--- config.mk ---
export PLATFORM = sky130hd
export DESIGN_NAME = halfword_signed_transfer_decode
export DESIGN_NICKNAME = d
export VERILOG_FILES = /design/src/shared/xfer_pkg.sv /design/src/verilog/cond_check.sv /design/src/verilog/halfword_signed_transfer_decode.sv
export VERILOG_INCLUDE_DIRS = /design/src /design/src/shared
export SDC_FILE = /design/constraint.sdc
export NUM_CORES = 1
export LEC_CHECK = 0
export BUFFER_PORTS_ARGS = -buffer_cell sky130_fd_sc_hd__buf_2
export CELL_PAD_IN_SITES_DETAIL_PLACEMENT = 1
export CELL_PAD_IN_SITES_GLOBAL_PLACEMENT = 2
export CORE_MARGIN = 2
export CORE_UTILIZATION = 37
export DETAILED_ROUTE_END_ITERATION = 10
export GPL_ROUTABILITY_DRIVEN = 0
export PLACE_DENSITY_LB_ADDON = 0.1
export SLEW_MARGIN = 20
export SYNTH_ARGS = -nofsm -noshare
export SYNTH_HDL_FRONTEND = slang
export SYNTH_SLANG_ARGS = --single-unit
--- constraint.sdc ---
create_clock -name pclk -period 5.56 [get_ports pclk]
set_input_delay 0.556 -clock pclk [delete_from_list [all_inputs] [get_ports pclk]]
set_output_delay 0.556 -clock pclk [all_outputs]
set_load 0.01 [all_outputs]
--- src/shared/xfer_defines.svh ---
// Constants for the load/store transfer decoder: register offsets,
// instruction field positions and the pipeline correction.
// Assumes inclusion by bare name from any design or bench file.
`ifndef XFER_DEFINES_SVH
`define XFER_DEFINES_SVH

// APB register byte offsets.
`define OFF_INSTR    8'h00
`define OFF_FLAGS    8'h04
`define OFF_BASE     8'h08
`define OFF_INDEX    8'h0c
`define OFF_LDATA    8'h10
`define OFF_STATUS   8'h14
`define OFF_ADDR     8'h18
`define OFF_WBVAL    8'h1c
`define OFF_RESULT   8'h20
`define OFF_REGS     8'h24
`define OFF_PC       8'h28

// Instruction field positions.
`define COND_HI      31
`define COND_LO      28
`define BIT_P        24
`define BIT_U        23
`define BIT_B        22
`define BIT_IMM      22
`define BIT_W        21
`define BIT_L        20
`define BASE_HI      19
`define BASE_LO      16
`define DEST_HI      15
`define DEST_LO      12
`define BIT_S        6
`define BIT_H        5

// Pipeline correction applied when the program counter is the base.
`define PC_AHEAD     32'h0000_0008
// Index of the program counter in the register file.
`define PC_INDEX     4'hf

// Status register bit positions.
`define ST_EXEC      0
`define ST_LOAD      1
`define ST_WB        2
`define ST_ILLEGAL   3
`define ST_KIND_LO   4
`define ST_KIND_HI   6

`endif

--- src/shared/xfer_pkg.sv ---
// Types used by the transfer decoder; the bench checks their raw codes.
// Assumes nothing beyond a SystemVerilog compiler.
package xfer_pkg;

  // Kind of memory transfer selected by the decoded instruction.
  typedef enum logic [2:0] {
    kind_none,
    kind_load_unsigned_half,
    kind_load_sign_ext_byte,
    kind_load_sign_ext_half,
    kind_word,
    kind_ubyte,
    kind_store_half
  } xfer_kind_e;

endpackage

--- src/verilog/cond_check.sv ---
// Condition field evaluator for the transfer decoder.
// Assumes flags arrive as n, z, c, v from the same clock domain.
module cond_check (
  // Condition code and flags.
  input  wire logic [3:0] cond,
  input  wire logic [3:0] flags,
  // Result.
  output logic            pass
);

  logic n, z, c, v;

  // Unpack the flags in their customary order.
  assign n = flags[3];
  assign z = flags[2];
  assign c = flags[1];
  assign v = flags[0];

  // Code 4'hf never passes, so a reserved encoding does no harm.
  always_comb begin
    unique case (cond)
      4'h0: pass = z;
      4'h1: pass = !z;
      4'h2: pass = c;
      4'h3: pass = !c;
      4'h4: pass = n;
      4'h5: pass = !n;
      4'h6: pass = v;
      4'h7: pass = !v;
      4'h8: pass = c && !z;
      4'h9: pass = !c || z;
      4'ha: pass = (n == v);
      4'hb: pass = (n != v);
      4'hc: pass = !z && (n == v);
      4'hd: pass = z || (n != v);
      4'he: pass = 1'b1;
      4'hf: pass = 1'b0;
    endcase
  end

endmodule

--- src/verilog/halfword_signed_transfer_decode.sv ---
// Decoder and address generator for halfword, signed and word/byte
// load/store instructions, with an APB register front end.
// Assumes software writes operands before the instruction word and
// that a memory system consumes the transfer strobe outputs.
`include "xfer_defines.svh"

module halfword_signed_transfer_decode (
  // Clock and reset.
  input  wire logic        pclk,
  input  wire logic        presetn,
  // APB slave.
  input  wire logic        psel,
  input  wire logic        penable,
  input  wire logic        pwrite,
  input  wire logic [7:0]  paddr,
  input  wire logic [31:0] pwdata,
  output logic      [31:0] prdata,
  output logic             pready,
  output logic             pslverr,
  // Transfer request towards memory.
  output logic             xfer_req,
  output logic             xfer_we,
  output logic      [1:0]  xfer_size,
  output logic      [31:0] xfer_addr
);

  // Software visible state, plus the internal decode arm flag go_q.
  logic [31:0] instr_q;
  logic [3:0]  flags_q;
  logic [31:0] base_q;
  logic [31:0] index_q;
  logic [31:0] ldata_q;
  logic [31:0] pc_q;
  logic        go_q;

  // Decode results captured after each instruction write.
  logic [7:0]  status_q;
  logic [31:0] addr_q;
  logic [31:0] wbval_q;
  logic [31:0] result_q;
  logic [11:0] regs_q;
  logic        req_q;
  logic        we_q;
  logic [1:0]  size_q;

  // Combinational decode.
  logic                    cond_pass;
  logic                    is_half;
  logic                    is_word;
  logic                    illegal;
  logic                    pre;
  logic                    up;
  logic                    wb;
  logic                    load;
  logic [3:0]              rd;
  logic [3:0]              rn;
  logic [3:0]              rm;
  logic [31:0]             base_eff;
  logic [31:0]             offset;
  logic [31:0]             sum;
  logic [31:0]             addr;
  logic [31:0]             result;
  logic [1:0]              size;
  xfer_pkg::xfer_kind_e    kind;

  // APB access strobes.
  logic wr_en;
  logic rd_en;
  logic mapped;

  assign wr_en = psel && penable && pwrite;
  assign rd_en = psel && penable && !pwrite;

  // The slave never stalls, so every access ends in its first access cycle.
  assign pready = 1'b1;

  // Address decode; any other word address reports an error.
  always_comb begin
    unique case (paddr)
      `OFF_INSTR, `OFF_FLAGS, `OFF_BASE, `OFF_INDEX,
      `OFF_LDATA, `OFF_STATUS, `OFF_ADDR, `OFF_WBVAL,
      `OFF_RESULT, `OFF_REGS, `OFF_PC: mapped = 1'b1;
      default: mapped = 1'b0;
    endcase
  end

  assign pslverr = psel && penable && !mapped;

  // Condition evaluation against the current flags.
  cond_check u_cond (
    .cond  (instr_q[`COND_HI:`COND_LO]),
    .flags (flags_q),
    .pass  (cond_pass)
  );

  // Register fields at their fixed positions.
  assign rd = instr_q[`DEST_HI:`DEST_LO];
  assign rn = instr_q[`BASE_HI:`BASE_LO];
  assign rm = instr_q[3:0];

  // Addressing control bits shared by both instruction classes.
  assign pre  = instr_q[`BIT_P];
  assign up   = instr_q[`BIT_U];
  assign load = instr_q[`BIT_L];

  // Class detection; a zero signed/half pair is the swap encoding.
  assign is_half = (instr_q[27:25] == 3'h0) && instr_q[7] && instr_q[4]
                   && (instr_q[`BIT_S:`BIT_H] != 2'h0);
  assign is_word = (instr_q[27:26] == 2'h1)
                   && !(instr_q[25] && instr_q[4]);

  // Shift of the index register for the word/byte class.
  function automatic logic [31:0] shift_index(input logic [31:0] val,
                                              input logic [1:0]  typ,
                                              input logic [4:0]  amt);
    logic [63:0] rot;
    rot = {val, val} >> amt;
    unique case (typ)
      2'h0: shift_index = val << amt;
      2'h1: shift_index = val >> amt;
      2'h2: shift_index = $signed(val) >>> amt;
      2'h3: shift_index = rot[31:0];
    endcase
  endfunction

  // The program counter reads eight bytes ahead of the instruction.
  assign base_eff = (rn == `PC_INDEX) ? pc_q + `PC_AHEAD : base_q;

  // Offset selection for both classes.
  always_comb begin
    offset = 32'h0000_0000;
    if (is_half) begin
      if (instr_q[`BIT_IMM]) begin
        offset = {24'h00_0000, instr_q[11:8], instr_q[3:0]};
      end else begin
        offset = index_q;
      end
    end else if (instr_q[25]) begin
      offset = shift_index(index_q, instr_q[6:5], instr_q[11:7]);
    end else begin
      offset = {20'h0_0000, instr_q[11:0]};
    end
  end

  // Up adds, down subtracts; the sum is the modified base.
  assign sum = up ? base_eff + offset : base_eff - offset;
  // Pre-indexing uses the sum, post-indexing the unmodified base.
  assign addr = pre ? sum : base_eff;
  // Post-indexed forms always write the modified base back.
  assign wb = !pre || instr_q[`BIT_W];

  // A nonzero high nibble in the register form is not this instruction.
  assign illegal = !(is_half || is_word)
                   || (is_half && !instr_q[`BIT_IMM]
                       && (instr_q[11:8] != 4'h0));

  // Transfer kind from the signed and half bits or the byte bit.
  always_comb begin
    kind = xfer_pkg::kind_none;
    if (is_half) begin
      unique case (instr_q[`BIT_S:`BIT_H])
        2'h1: kind = load ? xfer_pkg::kind_load_unsigned_half
                          : xfer_pkg::kind_store_half;
        2'h2: kind = xfer_pkg::kind_load_sign_ext_byte;
        2'h3: kind = xfer_pkg::kind_load_sign_ext_half;
        default: kind = xfer_pkg::kind_none;
      endcase
    end else if (is_word) begin
      kind = instr_q[`BIT_B] ? xfer_pkg::kind_ubyte : xfer_pkg::kind_word;
    end
  end

  // Bus size: 0 byte, 1 halfword, 2 word.
  always_comb begin
    unique case (kind)
      xfer_pkg::kind_load_sign_ext_byte,
      xfer_pkg::kind_ubyte: size = 2'h0;
      xfer_pkg::kind_word,
      xfer_pkg::kind_none: size = 2'h2;
      default: size = 2'h1;
    endcase
  end

  // Load data extension into the full destination width.
  always_comb begin
    unique case (kind)
      xfer_pkg::kind_load_unsigned_half:
        result = {16'h0000, ldata_q[15:0]};
      xfer_pkg::kind_load_sign_ext_byte:
        result = {{24{ldata_q[7]}}, ldata_q[7:0]};
      xfer_pkg::kind_load_sign_ext_half:
        result = {{16{ldata_q[15]}}, ldata_q[15:0]};
      xfer_pkg::kind_ubyte:
        result = {24'h00_0000, ldata_q[7:0]};
      xfer_pkg::kind_word:
        result = ldata_q;
      default:
        result = 32'h0000_0000;
    endcase
  end

  // Instruction register; a write also arms one decode cycle.
  always_ff @(posedge pclk or negedge presetn) begin
    if (!presetn) begin
      instr_q <= 32'h0000_0000;
      go_q    <= 1'b0;
    end else begin
      go_q <= wr_en && (paddr == `OFF_INSTR);
      if (wr_en && (paddr == `OFF_INSTR)) begin
        instr_q <= pwdata;
      end
    end
  end

  // Operand registers written by software.
  always_ff @(posedge pclk or negedge presetn) begin
    if (!presetn) begin
      flags_q <= 4'h0;
      base_q  <= 32'h0000_0000;
      index_q <= 32'h0000_0000;
      ldata_q <= 32'h0000_0000;
      pc_q    <= 32'h0000_0000;
    end else if (wr_en) begin
      unique case (paddr)
        `OFF_FLAGS: flags_q <= pwdata[3:0];
        `OFF_BASE:  base_q  <= pwdata;
        `OFF_INDEX: index_q <= pwdata;
        `OFF_LDATA: ldata_q <= pwdata;
        `OFF_PC:    pc_q    <= pwdata;
        default: ;
      endcase
    end
  end

  // Capture the decode one cycle after the instruction is written.
  // A failed condition leaves the base untouched and issues no request.
  always_ff @(posedge pclk or negedge presetn) begin
    if (!presetn) begin
      status_q <= 8'h00;
      addr_q   <= 32'h0000_0000;
      wbval_q  <= 32'h0000_0000;
      result_q <= 32'h0000_0000;
      regs_q   <= 12'h000;
    end else if (go_q) begin
      status_q                          <= 8'h00;
      status_q[`ST_EXEC]                <= cond_pass && !illegal;
      status_q[`ST_LOAD]                <= load;
      status_q[`ST_WB]                  <= cond_pass && !illegal && wb;
      status_q[`ST_ILLEGAL]             <= illegal;
      status_q[`ST_KIND_HI:`ST_KIND_LO] <= kind;
      addr_q   <= addr;
      // Base keeps its old value when no write-back happens.
      wbval_q  <= (cond_pass && !illegal && wb) ? sum : base_eff;
      result_q <= (cond_pass && !illegal && load) ? result : 32'h0000_0000;
      regs_q   <= {rm, rn, rd};
    end
  end

  // Transfer request pulse towards memory with its attributes.
  always_ff @(posedge pclk or negedge presetn) begin
    if (!presetn) begin
      req_q  <= 1'b0;
      we_q   <= 1'b0;
      size_q <= 2'h0;
    end else begin
      req_q <= go_q && cond_pass && !illegal;
      if (go_q) begin
        we_q   <= !load;
        size_q <= size;
      end
    end
  end

  assign xfer_req  = req_q;
  assign xfer_we   = we_q;
  assign xfer_size = size_q;
  assign xfer_addr = addr_q;

  // Read data multiplexer; unmapped reads return zero.
  always_comb begin
    prdata = 32'h0000_0000;
    if (rd_en) begin
      unique case (paddr)
        `OFF_INSTR:  prdata = instr_q;
        `OFF_FLAGS:  prdata = {28'h000_0000, flags_q};
        `OFF_BASE:   prdata = base_q;
        `OFF_INDEX:  prdata = index_q;
        `OFF_LDATA:  prdata = ldata_q;
        `OFF_STATUS: prdata = {24'h00_0000, status_q};
        `OFF_ADDR:   prdata = addr_q;
        `OFF_WBVAL:  prdata = wbval_q;
        `OFF_RESULT: prdata = result_q;
        `OFF_REGS:   prdata = {20'h0_0000, regs_q};
        `OFF_PC:     prdata = pc_q;
        default:     prdata = 32'h0000_0000;
      endcase
    end
  end

endmodule

* Yosys cells after proc, flatten, opt, wreduce, memory -nomap -nowiden *
Index checks and enable logic that the tools add are counted.

word-level totals
  register bits after elaboration = 284
  bits in latches = 0
  RAM bits = 0
  ROM bits = 0
  input port bits = 45
  word-level logic and storage cells = 130
  memories = 0

operators by class
  add/sub/neg operators = 3
  multiply operators = 0
  divide/modulo/power cells = 0
  $lt $le $gt $ge = 0
  equal/unequal tests = 37
  shift-type cells = 4
  muxes and demuxes = 20
  bitwise logic cells = 0
  reductions and logical operators = 51

operator list
  operator                                                          count
  32-bit case mux with 11 select lines                              1
  32-bit 2-to-1 mux                                                 9
  32-bit case mux with 5 select lines                               1
  32-bit case mux with 4 select lines                               1
  64-bit by 5-bit right shift with 32-bit output                    1
  4-bit == test (second input constant)                             9
  32-bit adder                                                      1
  32-bit by 4-bit adder with 32-bit output (second input constant)  1
  8-bit by 5-bit == test with 1-bit output (second input constant)  4
  32-bit by 5-bit left shift with 32-bit output                     1
  32-bit by 5-bit right shift with 32-bit output                    1
  32-bit by 5-bit >>> shifter with 32-bit output                    1
  32-bit subtractor                                                 1
  8-bit by 6-bit == test with 1-bit output (second input constant)  3
  1-bit logical AND                                                 19
  4-bit by 3-bit == test with 1-bit output (second input constant)  4
  8-bit by 4-bit == test with 1-bit output (second input constant)  2
  1-bit case mux with 16 select lines                               1
  1-bit logical NOT                                                 12
  11-bit OR reduction                                               1
  2-bit AND reduction                                               5
  3-bit 2-to-1 mux                                                  3
  3-bit case mux with 3 select lines                                1
  4-bit by 2-bit == test with 1-bit output (second input constant)  2
  19 further kinds                                                  30

* Longest topological paths before layout *
  depth in word-level cells = 11
  gate-level depth with buffers = 28
  depth with buffers taken out = 24

* Modules after synthesis *
From an unflattened synthesis, not the netlist that was laid out.

second synthesis, totals
  cell total of the unflattened synthesis = 2317
  area, all modules = 21822.2 um2

by module, submodules not included
  module                           times used  cells each  area an instance (um2)  sequential area each (um2)
  halfword_signed_transfer_decode  1           2294        21667.0                 7106.8
  cond_check                       1           23          155.1                   0.0

* Least setup slack after synthesis *
Ideal clock, no wire load.

  path type = register -> register
  start = register instr_q[8]
  end = register wbval_q[30]
  setup time = 0.131 ns
  arrival = 5.291 ns
  required time = 5.429 ns
  path slack = 0.138 ns
  stages on the path, launching flop included = 24
  path buffers = 2
  clock period less this slack = 5.422 ns
  cell sequence = dfrtp_1 -> buf_6 -> buf_12 -> mux4_2 -> mux2_2 -> o22ai_1 -> o21ai_1 -> and3_1 -> or3_1 -> nor3_4 -> nor2_1 -> xnor2_1 -> ha_1 -> a21o_1 -> a21o_1 -> a21o_1 -> a21oi_1 -> o21ai_0 -> a311o_1 -> a41oi_1 -> a21boi_1 -> o211ai_1 -> a2111oi_0 -> or3_1

on the way
  longest elaborated chain between the ends = 7
  elaborated cells between the ends (all ways) = 18
  those cells by class = add/sub (2); shift (4); mux (6); reduce/logical (6)

ends and longest elaborated chain
  what                                                                             line                                                                            source
  from (decl)                                                                      halfword_signed_transfer_decode.sv:28                                           logic [31:0] instr_q;
  from (signal assigned)                                                           halfword_signed_transfer_decode.sv:210                                          instr_q <= pwdata;
  64-bit by 5-bit right shift with 32-bit output (tied with other cells)           halfword_signed_transfer_decode.sv:117                                          rot = {val, val} >> amt;
  32-bit case mux with 4 select lines / 1-bit logical AND (equally long branches)  halfword_signed_transfer_decode.sv:118, halfword_signed_transfer_decode.sv:154
  32-bit 2-to-1 mux / 1-bit logical OR (equally long branches)                     halfword_signed_transfer_decode.sv:138, halfword_signed_transfer_decode.sv:153
  32-bit 2-to-1 mux / 1-bit logical NOT (equally long branches)                    halfword_signed_transfer_decode.sv:132, halfword_signed_transfer_decode.sv:253
  32-bit subtractor (tied with other cells)                                        halfword_signed_transfer_decode.sv:146                                          assign sum = up ? base_eff + offset : base_eff - offset;
  32-bit 2-to-1 mux / 1-bit logical AND (equally long branches)                    halfword_signed_transfer_decode.sv:146, halfword_signed_transfer_decode.sv:253
  32-bit 2-to-1 mux *                                                              halfword_signed_transfer_decode.sv:253                                          wbval_q <= (cond_pass && !illegal && wb) ? sum : base_eff;
  to (signal assigned)                                                             halfword_signed_transfer_decode.sv:253
  to (decl)                                                                        halfword_signed_transfer_decode.sv:39                                           logic [31:0] wbval_q;

Every way passes the cells marked *; elsewhere a longest branch is shown, timed or not.
A chain may end at the register's enable or synchronous reset.

* Worst setup path after layout *
Ends and elaborated chain as after synthesis.

==> flow_metrics.py <==
metrics = {
    "synthesis": {
        "synthDistinctLibCells": 104,
        "synth_top_area_cell": "dfrtp_1",
        "synth_nets": 2376,
        "synthArstFlopShare": 1.00,
        "yosys_warnings": 0,
        "synth_seq_cells": 284,
        "ys_top_cells_by_area": "dfrtp_1, mux2_2, mux4_2, mux2i_1, a21oi_1",
        "syn_area_mm2": 0.0219,
        "syn_avg_cell_area_um2": 9.54,
        "syn-instance-count": 2297,
        "ys.flop_type": "dfrtp_1",
        "synth_edf_count": 0,
        "ys_seq_area_frac": 0.324,
        "netlist.area_leader.share": 0.324,
    },
    "drt": {
        "drc": 0,
        "wl_per_cell_um": 32.8,
        "first_pass_iters": 9,
        "routed-via-count": 23400,
        "wirelength_um": 117000,
        "ant_nets": 0,
        "drtIter0Drc": 2713,
        "vias_per_cell": 6.57,
    },
    "power_and_ir_drop": {
        "pwr-share-comb": 0.285,
        "seqPwrFrac": 0.348,
        "power_switching_mw": 1.99,
        "peakVddDrop_mv": 0.211,
        "p_sw_frac": 0.324,
        "leakagePower_nw": 13.0,
        "intPower_mw": 4.16,
        "power.density_mw_per_mm2": 216,
        "clkPwrFrac": 0.367,
    },
    "finish": {
        "final_core_utilization": 0.484,
        "drive_gt1_frac": 0.389,
        "final_common_cell": "buf_4",
        "final_cell_mix": "buf_4, dfrtp_1, mux2_2",
        "syn_to_final_growth_pct": 29.8,
        "final_nets": 2844,
        "final_area_mm2": 0.0284,
    },
    "min_path": {
        "hold_path.class": "in -> async",
    },
    "sta": {
        "grt_setup_unrepaired": "yes",
        "finalCritPeriodShare": 1.06,
        "clock.fmax_mhz": 169,
        "layout_setup_ws_ns": -0.351,
        "fin_crit_ns": 5.91,
        "fin_setup_tns_ns": -3.55,
        "fin_skew_ns": 0.0224,
        "report.final.slew_viol_count": 0,
        "hold_viol": 0,
        "slew_headroom": 0.249,
        "finalSetupViolations": 23,
        "worst_pin_slew_ns": 1.13,
    },
    "clock_network": {
        "cts_tree": "yes",
        "cts-htree-levels": 2,
        "cts_made_buffers": 36,
        "clock-sinks": 284,
        "cts_buffer_depth": 3,
        "clkLatencyLatePin_ns": 0.57,
        "cts_hold_buf": 0,
        "clk_pin_slew_ns": 0.06,
        "cts_root_buf": "clkbuf_16",
    },
    "placement": {
        "buffer_ports.inserted": 113,
        "postPlaceCellArea_mm2": 0.0262,
        "dpl.hpwl_um": 87200,
    },
    "floorplanning": {
        "fp.dieH_um": 247,
        "core-area_mm2": 0.0588,
        "fp.dieW_um": 247,
        "ios": 115,
        "row_count": 89,
        "die-area_mm2": 0.0612,
        "start_util": 0.373,
    },
    "global_routing": {
        "grt_max_degree": 112,
        "grtUsageTotal": 0.379,
        "antenna_found_initial": 2,
        "grt_pass1_vias": 23800,
        "grt-ovfl-total": 0,
        "grt_pass1_wl_um": 169000,
    },
    "setup_path": {
        "required_ns": 5.99,
        "worstPathArrival_ns": 6.34,
        "rrSetupSlack_ns": -0.35,
        "path_max_fanout": 9,
        "worst_setup_path_start_kind": "register",
        "cp_slowest_stage_delay_ns": 0.55,
        "endpoint_kind": "register",
        "r2r_start": "instr_q[8]",
        "r2r-end": "wbval_q[30]",
        "critPathKind": "reg -> reg",
        "slowest_stage": "mux4_2",
        "r2r_cells": 25,
    },
    "flow_run": {
        "max_cap_violations": 0,
    },
    "run_status": {
        "violations": "negative setup slack",
        "outcome": "finished, violations left",
    },
}
-- worst max-delay path by stage --
stage	to	slack, ns	startpoint	cells past startpoint
after global routing	xfer_addr[31]	-0.52	instr_q[8]	28
final	wbval_q[30]	-0.35	instr_q[8]	25
after CTS	xfer_addr[31]	-0.21	instr_q[8]	26
after global placement	wbval_q[23]	-0.69	instr_q[8]	23
after detailed placement	wbval_q[23]	-0.83	instr_q[8]	23
after floorplan	wbval_q[30]	0.14	instr_q[8]	23
-- repair_timing --
item,4_1_cts,5_1_grt
gates resized for setup,75,67
endpoints found under the setup margin,34,35
buffers inserted,35,20
gates cloned,1,0
hold endpoints to repair,0,0
pin swaps,36,48
-- cell type report --
type | count | area (um2)
Sequential cell | 284 | 7130
Tap cell | 773 | 967
Clock inverter | 11 | 92.6
Fill cell | 6695 | 30400
Clock buffer | 52 | 1000
Timing Repair Buffer | 644 | 4770
Multi-Input combinational cell | 1741 | 14300
Antenna cell | 3 | 7.51
Inverter | 58 | 221
-- power by group through the flow --
stage                     logic (mW)  registers, mW  clock network (mW)
after global placement          1.47           2.17                   0
after global routing            1.86           2.14                2.36
after detailed placement        1.50           2.17                   0
after floorplan                0.784           2.15                   0
after CTS                       1.62           2.14                2.28
final                           1.76           2.14                2.26
-- cells by family after synthesis --
group | count (synthesis) | synth area share
DFF | 284 | 0.324
and+or+nand+nor | 523 | 0.116
adders and majority gates | 34 | 0.0198
buffers and inverters | 272 | 0.0550
AOI/OAI and AO/OA | 732 | 0.237
muxes | 363 | 0.212
xor gates and xnor gates | 88 | 0.0355
other | 1 | 0.000171
-- synthesized netlist by cell type, drive strengths merged (13+ instances only) --
cell type    n
a22oi       70
mux4        61
a22o        39
o221ai      16
dfrtp      284
nand2b      14
nand3       48
xnor2       52
ha          33
o22ai       17
nor2       144
a21o        22
clkbuf     136
nor2b       22
xor2        36
inv         57
buf         78
a31oi       53
mux2i       96
nand2      159
nor3        21
mux2       206
o211ai      21
o21ai      115
a221oi      39
a21oi      149
and3        32
o2bb2ai     34
and2        13
a222oi      16
-- worst max-delay path, delay by kind of cell, from the launching register on --
family / cells / cell delay, ns
compound gates: 13 / 2.31
mux: 2 / 0.91
simple gates: 4 / 0.89
buf+inv: 4 / 0.67
flops: 1 / 0.52
fa+ha+maj: 1 / 0.31
xor+xnor: 1 / 0.14
-- registers in the layout (all words and copies together), names as in the netlist, 2 cells and up --
name       count
result_q      32
wbval_q       32
index_q       32
xfer_size      2
status_q       7
ldata_q       32
instr_q       32
base_q        32
regs_q        12
xfer_addr     32
flags_q        4
pc_q          32
-- layer usage --
metal	up-vias	track usage	share of wire
li1	9721	-	-
met1	12000	0.514	0.42
met2	1387	0.578	0.44
met3	344	0.0811	0.090
met4	0	0.173	0.055
met5	-	0	0
-- metrics by stage --
step                hold slack [ns]  instances  power, mW  worst slack, ns
global placement              0.464       3445       3.64           -0.692
global route                 0.0938       3563       6.35           -0.519
CTS                          0.0628       3544       6.03           -0.212
finish                       0.0253       3566       6.15           -0.351
detailed placement            0.474       3445       3.68           -0.830
floorplan                     0.260       2297       2.94            0.138
Power figures use the tool's default switching activity.
